==> src/design/prbs31_defs.vh <==
// Purpose: constants for the line-side prbs-31 test engine
// Assumes: byte-wide management registers on page 03h
// Notes: definitions only
`ifndef PRBS31_DEFS_VH
`define PRBS31_DEFS_VH

// management page and register offsets
`define PT_PAGE 8'h03
`define PT_CTRL_OFS 8'hb7
`define PT_CNT3_OFS 8'hb8
`define PT_CNT2_OFS 8'hb9
`define PT_CNT1_OFS 8'hba
`define PT_CNT0_OFS 8'hbb

// control register fields
`define PT_TX_EN_BIT 0
`define PT_RX_EN_BIT 1
`define PT_SYNC_BIT 4
`define PT_CLR_BIT 7
`define PT_CTRL_RW_MASK 8'h6f
`define PT_CTRL_RESET 8'h00

// pattern generator seed and checker thresholds
`define PT_SEED 31'h7fffffff
`define PT_LOCK_WORDS 8
`define PT_LOSS_ERRS 4

`endif

==> src/design/prbs31_line_test_engine.v <==
// Purpose: prbs-31 payload generator and checker with error counter
// Assumes: management access port from the two-wire front end, one clock
// Notes: framing, overhead and fec run outside; payload words are flagged
//   by the framer, and only flagged words are replaced or checked
//   the error count is snapshotted on reading its top byte, so the host
//   must read the four count registers top byte first
//   lock needs eight clean words in a row; more than four wrong bits in a
//   word drops it again
//
// Contract
// - with tx enable (ctrl bit 0) set, payload words carry prbs-31, else normal payload.
// - overhead and fec words pass untouched so alarms and fec statistics stay valid.
// - with rx enable (ctrl bit 1) set, payload is checked, corrected data with fec on, raw with it off.
// - every mismatched payload bit while the checker is locked adds one to a saturating 32-bit error counter.
// - ctrl bit 4 reads 0 while the checker is locked and 1 otherwise.
// - writing 1 to ctrl bit 7 zeroes the counter and the bit returns to 0 by itself.
// - the count reads msb first across registers 0xb8 to 0xbb.
`timescale 1ns/10ps
`include "prbs31_defs.vh"

// data flow
//   tx: words from the framer side enter a two-entry buffer; a payload
//   word is swapped for the next eight generator bits on its way in, so
//   the buffer always holds exactly what the line will carry
//   tx: the generator steps only when a pattern word is accepted, which
//   keeps the sequence gapless across stalls of the far side
//   rx: the checker picks corrected or raw words by the fec switch and
//   looks only at words flagged as payload
//   rx: while hunting, the checker loads its state from the line, so any
//   phase of the sequence is found within four words; once tracking, it
//   runs on its own bits so a line error costs one count, not three
//   status: lock is a two-state machine, hunt and track
//   registers: control, then the count top byte to bottom byte
// hazards
//   a word with many wrong bits while hunting only restarts the run, it
//   is never counted; errors are counted only while tracking
//   the counter holds at all ones rather than wrap to a small value,
//   which would hide a badly broken link behind a harmless reading
//   the clear request lasts one cycle; errors arriving in that cycle
//   are loaded into the fresh count, not lost
//   a stall on the tx side never stalls the rx side; the two directions
//   share only the clock, the reset and the control register
//   overhead words pass both directions untouched, so alarms and fec
//   statistics downstream keep seeing a normal frame
//   limitation: the count registers are read-only; writes to them are
//   silently dropped

module prbs31_line_test_engine #(
  parameter W = 8,
  parameter LOCK_WORDS = `PT_LOCK_WORDS,
  parameter LOSS_ERRS = `PT_LOSS_ERRS
) (
  input wire mclk,
  input wire arst_n,
  // management register port
  input wire [7:0] mgmt_page,
  input wire [7:0] mgmt_addr,
  input wire mgmt_wr,
  input wire [7:0] mgmt_wdata,
  input wire mgmt_rd,
  output reg [7:0] mgmt_rdata,
  // transmit payload stream in
  input wire tx_in_valid,
  output wire tx_in_ready,
  input wire [W-1:0] tx_in_data,
  input wire tx_in_payload,
  // transmit stream out to the framer
  output wire tx_out_valid,
  input wire tx_out_ready,
  output wire [W-1:0] tx_out_data,
  output wire tx_out_payload,
  // receive stream from the deframer
  input wire rx_valid,
  input wire rx_payload,
  input wire [W-1:0] rx_raw_data,
  input wire [W-1:0] rx_corr_data,
  input wire fec_on,
  // status
  output wire rx_locked,
  output wire [31:0] err_count
);

  localparam CW = 8;

  // checker lock states
  localparam HUNT = 1'b0;
  localparam TRACK = 1'b1;

  // expected bits from a state, shifting in own bits or received bits
  function [W-1:0] prbs_bits;
    input [30:0] s;
    input [W-1:0] d;
    input use_d;
    integer i;
    reg [30:0] t;
    reg b;
    begin
      t = s;
      prbs_bits = {W{1'b0}};
      for (i = W - 1; i >= 0; i = i - 1) begin
        b = t[30] ^ t[27];
        prbs_bits[i] = b;
        t = {t[29:0], use_d ? d[i] : b};
      end
    end
  endfunction

  function [30:0] prbs_next;
    input [30:0] s;
    input [W-1:0] d;
    input use_d;
    integer i;
    reg b;
    begin
      prbs_next = s;
      for (i = W - 1; i >= 0; i = i - 1) begin
        b = prbs_next[30] ^ prbs_next[27];
        prbs_next = {prbs_next[29:0], use_d ? d[i] : b};
      end
    end
  endfunction

  function [CW-1:0] ones;
    input [W-1:0] v;
    integer i;
    begin
      ones = {CW{1'b0}};
      for (i = 0; i < W; i = i + 1)
        ones = ones + {{(CW-1){1'b0}}, v[i]};
    end
  endfunction

  // one decoder for every register access, so reads, writes and the
  // snapshot strobe can never disagree about what sits where
  function reg_hit;
    input [7:0] page;
    input [7:0] addr;
    input [7:0] ofs;
    begin
      reg_hit = (page == `PT_PAGE) && (addr == ofs);
    end
  endfunction

  // control, generator, checker and counter state
  reg [7:0] ctrl_q;
  reg clr_q;
  reg [30:0] gen_q;
  reg [30:0] chk_q;
  reg lock_q;
  reg [7:0] run_q;
  reg [31:0] cnt_q;
  reg [23:0] snap_q;

  // control decode
  wire tx_en = ctrl_q[`PT_TX_EN_BIT];
  wire rx_en = ctrl_q[`PT_RX_EN_BIT];
  wire ctrl_wr = mgmt_wr && reg_hit(mgmt_page, mgmt_addr, `PT_CTRL_OFS);

  // two-entry buffer toward the framer; a full buffer drops tx_in_ready
  // so the sender waits instead of losing a word
  reg [W:0] buf_mem [0:1];
  reg wp_q;
  reg rp_q;
  reg [1:0] fill_q;
  wire push = tx_in_valid && tx_in_ready;
  wire pop = tx_out_valid && tx_out_ready;
  assign tx_in_ready = (fill_q != 2'd2);
  assign tx_out_valid = (fill_q != 2'd0);
  assign tx_out_data = buf_mem[rp_q][W-1:0];
  assign tx_out_payload = buf_mem[rp_q][W];

  // payload replaced by pattern, overhead and fec words left alone
  wire ins = tx_en && tx_in_payload;
  wire [W-1:0] gen_bits = prbs_bits(gen_q, {W{1'b0}}, 1'b0);
  wire [W-1:0] tx_word = ins ? gen_bits : tx_in_data;

  always @(posedge mclk or negedge arst_n) begin
    if (!arst_n) begin
      wp_q <= 1'b0;
      rp_q <= 1'b0;
      fill_q <= 2'd0;
      buf_mem[0] <= {(W+1){1'b0}};
      buf_mem[1] <= {(W+1){1'b0}};
    end else begin
      if (push) begin
        buf_mem[wp_q] <= {tx_in_payload, tx_word};
        wp_q <= ~wp_q;
      end
      if (pop)
        rp_q <= ~rp_q;
      if (push && !pop)
        fill_q <= fill_q + 2'd1;
      else if (pop && !push)
        fill_q <= fill_q - 2'd1;
    end
  end

  // generator advances only on accepted pattern words, so a stall
  // downstream never skips part of the sequence
  always @(posedge mclk or negedge arst_n) begin
    if (!arst_n)
      gen_q <= `PT_SEED;
    else if (push && ins)
      gen_q <= prbs_next(gen_q, {W{1'b0}}, 1'b0);
  end

  // checker input selection
  wire [W-1:0] rx_word = fec_on ? rx_corr_data : rx_raw_data;
  wire rx_take = rx_en && rx_valid && rx_payload;
  wire [W-1:0] exp_bits = prbs_bits(chk_q, rx_word, ~lock_q);
  wire [W-1:0] miss = rx_word ^ exp_bits;
  wire [CW-1:0] nerr = ones(miss);
  wire [31:0] add_errs = (rx_take && lock_q) ? {24'h000000, nerr} : 32'h0;

  // self-synchronising checker: while unlocked the state is loaded from
  // the line, after lock it free-runs so bit errors are not echoed
  always @(posedge mclk or negedge arst_n) begin
    if (!arst_n) begin
      chk_q <= `PT_SEED;
      lock_q <= 1'b0;
      run_q <= 8'h00;
    end else if (!rx_en) begin
      lock_q <= 1'b0;
      run_q <= 8'h00;
    end else if (rx_take) begin
      chk_q <= prbs_next(chk_q, rx_word, ~lock_q);
      case (lock_q)
        HUNT: begin
          if (nerr != {CW{1'b0}})
            run_q <= 8'h00;
          else if (run_q == LOCK_WORDS - 1) begin
            lock_q <= TRACK;
            run_q <= 8'h00;
          end else
            run_q <= run_q + 8'h01;
        end
        TRACK: begin
          if (nerr > LOSS_ERRS)
            lock_q <= HUNT;
        end
        default: lock_q <= HUNT;
      endcase
    end
  end

  // saturating counter; errors in the clearing cycle are kept
  // the carry bit of the sum tells an overflow without a compare
  wire [32:0] sum = {1'b0, cnt_q} + {1'b0, add_errs};
  always @(posedge mclk or negedge arst_n) begin
    if (!arst_n)
      cnt_q <= 32'h00000000;
    else if (clr_q)
      cnt_q <= add_errs;
    else if (sum[32])
      cnt_q <= 32'hffffffff;
    else
      cnt_q <= sum[31:0];
  end

  // control register; clear bit is a one-cycle self-clearing request
  always @(posedge mclk or negedge arst_n) begin
    if (!arst_n) begin
      ctrl_q <= `PT_CTRL_RESET;
      clr_q <= 1'b0;
    end else begin
      clr_q <= ctrl_wr && mgmt_wdata[`PT_CLR_BIT];
      if (ctrl_wr)
        ctrl_q <= mgmt_wdata & `PT_CTRL_RW_MASK;
    end
  end

  // reading the msb freezes the lower bytes so a count is read whole
  always @(posedge mclk or negedge arst_n) begin
    if (!arst_n)
      snap_q <= 24'h000000;
    else if (mgmt_rd && reg_hit(mgmt_page, mgmt_addr, `PT_CNT3_OFS))
      snap_q <= cnt_q[23:0];
  end

  // read multiplexer; other pages and unmapped offsets read as zero
  reg [7:0] rdata_d;
  always @* begin
    rdata_d = 8'h00;
    if (reg_hit(mgmt_page, mgmt_addr, `PT_CTRL_OFS))
      rdata_d = {clr_q, ctrl_q[6:5], ~lock_q, ctrl_q[3:0]};
    else if (reg_hit(mgmt_page, mgmt_addr, `PT_CNT3_OFS))
      rdata_d = cnt_q[31:24];
    else if (reg_hit(mgmt_page, mgmt_addr, `PT_CNT2_OFS))
      rdata_d = snap_q[23:16];
    else if (reg_hit(mgmt_page, mgmt_addr, `PT_CNT1_OFS))
      rdata_d = snap_q[15:8];
    else if (reg_hit(mgmt_page, mgmt_addr, `PT_CNT0_OFS))
      rdata_d = snap_q[7:0];
  end

  // read data, registered one cycle after the strobe and held until the
  // next read, so a slow front end can fetch it at leisure
  always @(posedge mclk or negedge arst_n) begin
    if (!arst_n)
      mgmt_rdata <= 8'h00;
    else if (mgmt_rd)
      mgmt_rdata <= rdata_d;
  end

  assign rx_locked = lock_q;
  assign err_count = cnt_q;

endmodule

==> config.mk <==
export PLATFORM = sky130hd
export DESIGN_NAME = prbs31_line_test_engine
export DESIGN_NICKNAME = d
export VERILOG_FILES = /design/src/design/prbs31_line_test_engine.v
export VERILOG_INCLUDE_DIRS = /design/src /design/src/design
export SDC_FILE = /design/constraint.sdc
export NUM_CORES = 1
export LEC_CHECK = 0
export ABC_CLOCK_PERIOD_IN_PS = 13600
export BUFFER_PORTS_ARGS = -buffer_cell sky130_fd_sc_hd__buf_4
export CAP_MARGIN = 20
export CORE_MARGIN = 2
export CORE_UTILIZATION = 62
export DETAILED_ROUTE_END_ITERATION = 7
export PLACE_DENSITY_LB_ADDON = 0.08
export SYNTH_ARGS = -nofsm -noshare
export SYNTH_HDL_FRONTEND = slang
export SYNTH_SLANG_ARGS = --single-unit
==> constraint.sdc <==
create_clock -name mclk -period 13.6 [get_ports mclk]
set_input_delay 2.04 -clock mclk [delete_from_list [all_inputs] [get_ports mclk]]
set_output_delay 2.04 -clock mclk [all_outputs]
set_load 0.02 [all_outputs]
==> results.json <==
{
  "cts_buffers": 17,
  "tritoncts": "done",
  "post-route-drc-count": 0,
  "number_of_antenna_violating_nets_in_the_routed_design": 0,
  "core.rowCount": 41,
  "syn_inst": 750,
  "crit_path_cells": "buf_4, mux2i_1, xnor2_1, fa_1, inv_1, fa_1, inv_1, fa_1, inv_1, ha_1, inv_1, fa_1, nor2b_1, nor3_1, ha_1, a21o_1, a21oi_1, nor4_2, nand3_1, a21oi_1",
  "final_area_um2": 9559,
  "global_route.usage.met1": 0.3604,
  "setup.reg_to_reg.worst_slack_ps": 7350,
  "grt_pass1_vias": 6176,
  "dpl_cell_area_um2": 8934,
  "detail_route.wl_per_cell_um": 17.34,
  "diodes": 0,
  "netlist_top_cells_area": "sky130_fd_sc_hd__dfrtp_1, sky130_fd_sc_hd__dfstp_2, sky130_fd_sc_hd__mux2_2, sky130_fd_sc_hd__nand2_1, sky130_fd_sc_hd__xnor2_1",
  "sequential_cell_area_um2": 4182,
  "holdBufCountCts": 0,
  "die_area_um2": 13850,
  "worst_r2r_endpoint": "err_count[4]",
  "post_synth_mux_area_share": 0.1253,
  "finish.utilization": 0.7575,
  "final_common_cell": "sky130_fd_sc_hd__nand2_1",
  "fin_nets": 920,
  "synthToLayoutAreaGrowth_pct": 19.32,
  "timing.hold.worst_path_depth": 2,
  "yosys_synthesis_warning_count": 0,
  "clock-root-buffer": "sky130_fd_sc_hd__clkbuf_16",
  "vdd_drop_max_v": 0.00008606,
  "numPlacedInstances": 999,
  "timing.critical_path.arrival_ps": 7940,
  "max_cap_violations": 0,
  "reg2regPathDepth": 19,
  "outcome": "finished, final reports clean",
  "final_count_of_hold_timing_violations": 0,
  "proportion_of_netlist_area_held_by_the_largest_area_contributor": 0.3186,
  "endpoint_kind": "register",
  "synth_async_sr_flop_share": 1.000,
  "cts.sinks": 164,
  "initialDrtViolationCount": 402,
  "pin_count_of_the_biggest_net_entering_global_routing": 84,
  "place.gp.congestion": 0.8506,
  "synthesized_netlist_net_count": 822,
  "top_usage_layer": "met2",
  "chipWidth_um": 117.7,
  "post_synth_num_cell_types": 52,
  "total_global_route_track_usage": 0.2730,
  "post-route-min-period_ps": 7608,
  "htreeDepth": 4,
  "final_cell_mix": "sky130_fd_sc_hd__nand2_1, sky130_fd_sc_hd__buf_4, sky130_fd_sc_hd__dfrtp_1",
  "r2r_start": "chk_q[24]",
  "clockBufferDepth": 2,
  "dieHeight_um": 117.7,
  "synth_largest_area_cell": "sky130_fd_sc_hd__dfrtp_1",
  "maxSlewViolCount": 0,
  "syn_area_per_cell_um2": 10.68,
  "grt_antenna_before_repair": 0,
  "power_per_cell_area_nw_per_um2": 129.2,
  "worst-slew-pin-transition_ps": 1052,
  "slew_headroom": 0.2988,
  "timing.critical_path.required_ps": 13930,
  "fillers": 867,
  "synth_area_um2": 8011,
  "timing_worst_setup_path_type": "in -> reg",
  "hpwl_reported_at_the_end_of_detailed_placement_um": 12310,
  "drive_gt1_frac": 0.3333,
  "synth_ff_type": "sky130_fd_sc_hd__dfrtp_1",
  "place.port_buffers": 108,
  "yosys.area_share.simple": 0.1577,
  "synth_seq_cells": 164,
  "insertion_delay_ps": 430,
  "static_power_due_to_leakage_nw": 4.399,
  "multiInputGateArea_um2": 3659,
  "critical_path_peak_fanout": 23,
  "drt_first_pass_iters": 6,
  "global_route.overflow_total": 0,
  "post_cts_resize_count": 0,
  "post_drt_via_cell_ratio": 5.837,
  "finalNonFillerCells": 1033,
  "clkTransAtPathRegs_ps": 60,
  "grt_pass1_wl_um": 30440,
  "critPathLaunchType": "input port",
  "area_fraction_in_compound_gates_after_synthesis": 0.08808,
  "routed_wl_um": 17910,
  "post_cts_setup_buffer_count": 0,
  "synth_top_family_by_area": "simple AND/OR/NAND/NOR gates",
  "global_route.usage.met2": 0.4564,
  "synth_sequential_area_ratio": 0.5219,
  "synth-edff-count": 0,
  "initial_core_util": 0.6348,
  "num_io_pins": 110,
  "synthXorXnorAreaFrac": 0.05903,
  "via_count": 6030,
  "slowest_delay_ps": 840,
  "core_area_um2": 12620,
  "critPathCapture": "err_count[4]",
  "max_freq_mhz": 131.4,
  "rsz0062_at_grt": "no",
  "fin_setup_tns_ps": 0,
  "final_worst_path_cycle_share": 0.5594,
  "critPathLaunch": "fec_on",
  "hold_path_class": "reg -> reg",
  "grt.met3_usage": 0.05669,
  "setup_viol": 0,
  "worst_path_max_delay_cell": "sky130_fd_sc_hd__nand3_1",
  "synth-adder-area-share": 0.02655,
  "skew_ps": 8.722
}
sequential cells by signal, indices dropped and copies added, names as in the netlist, 6 cells and up:
register / cells
snap_q: 24
ctrl_q: 6
run_q: 8
gen_q: 31
buf_mem: 18
mgmt_rdata: 8
chk_q: 31
err_count: 32
cell usage after synthesis (3+ instances only):
master,instances
sky130_fd_sc_hd__a211oi_1,5
sky130_fd_sc_hd__a21o_1,5
sky130_fd_sc_hd__a21oi_1,48
sky130_fd_sc_hd__a22oi_1,8
sky130_fd_sc_hd__and2_1,5
sky130_fd_sc_hd__and3_1,13
sky130_fd_sc_hd__and4_1,5
sky130_fd_sc_hd__clkbuf_1,30
sky130_fd_sc_hd__dfrtp_1,102
sky130_fd_sc_hd__dfstp_2,62
sky130_fd_sc_hd__fa_1,5
sky130_fd_sc_hd__ha_1,9
sky130_fd_sc_hd__inv_1,8
sky130_fd_sc_hd__mux2_2,66
sky130_fd_sc_hd__mux2i_1,8
sky130_fd_sc_hd__mux4_2,8
sky130_fd_sc_hd__nand2_1,139
sky130_fd_sc_hd__nand2b_1,6
sky130_fd_sc_hd__nand3_1,27
sky130_fd_sc_hd__nand4_1,7
sky130_fd_sc_hd__nor2_1,32
sky130_fd_sc_hd__nor2b_1,3
sky130_fd_sc_hd__nor3_1,15
sky130_fd_sc_hd__nor4_1,5
sky130_fd_sc_hd__nor4b_1,3
sky130_fd_sc_hd__o21ai_0,40
sky130_fd_sc_hd__o31ai_1,4
sky130_fd_sc_hd__xnor2_1,34
sky130_fd_sc_hd__xor2_1,20
power by group:
group / switching [mW] / leakage (nW) / internal, mW / total [mW]
clock network: 0.194 / 0.286 / 0.273 / 0.467
registers: 0.0250 / 2.01 / 0.523 / 0.548
logic: 0.119 / 2.10 / 0.101 / 0.220
critical path, delay by kind of cell:
family          cells  cell delay (ps)
fa+ha+maj           6             2430
simple gates        4             1930
mux                 1              300
xor+xnor            1              140
buf+inv             5              420
compound gates      3              670
layout make-up:
type                            count  area share
Clock inverter                     10     0.01021
Sequential cell                   164      0.4374
Inverter                            9    0.003534
Multi-Input combinational cell    542      0.3827
Timing Repair Buffer              114     0.09280
Clock buffer                       22     0.05079
Tap cell                          172     0.02251
kinds of logic after synthesis:
logic type,Yosys count
flip-flops,164
AO/OA/AOI/OAI,121
multiplexers,82
XOR/XNOR,54
buffers and inverters,44
adder cells (fa/ha/maj),14
AND/OR/NAND/NOR,271
metal layers:
layer | share of wire | wire length [µm]
met5 | 0 | 0
met4 | 0.013 | 238
met3 | 0.053 | 942
met2 | 0.50 | 8949
met1 | 0.43 | 7782
how the worst min path moves through the flow:
stage,slack [ps],from,endpoint
2_1_floorplan,430,chk_q[2],chk_q[10]
3_3_place_gp,440,chk_q[6],chk_q[14]
3_5_place_dp,440,chk_q[3],chk_q[11]
4_1_cts,450,chk_q[3],chk_q[11]
5_1_grt,470,chk_q[18],chk_q[26]
6_report,450,chk_q[3],chk_q[11]
metrics by stage:
step	hold slack, ps	setup WS, ps	total power, mW
finish	450.5	5992	1.235
global route	467.3	5603	1.292
CTS	452.3	6031	1.239
detailed placement	441.7	5596	0.7750
global placement	438.6	5832	0.7622
floorplan	434.6	6527	0.6891
Power figures use the tool's default switching activity.
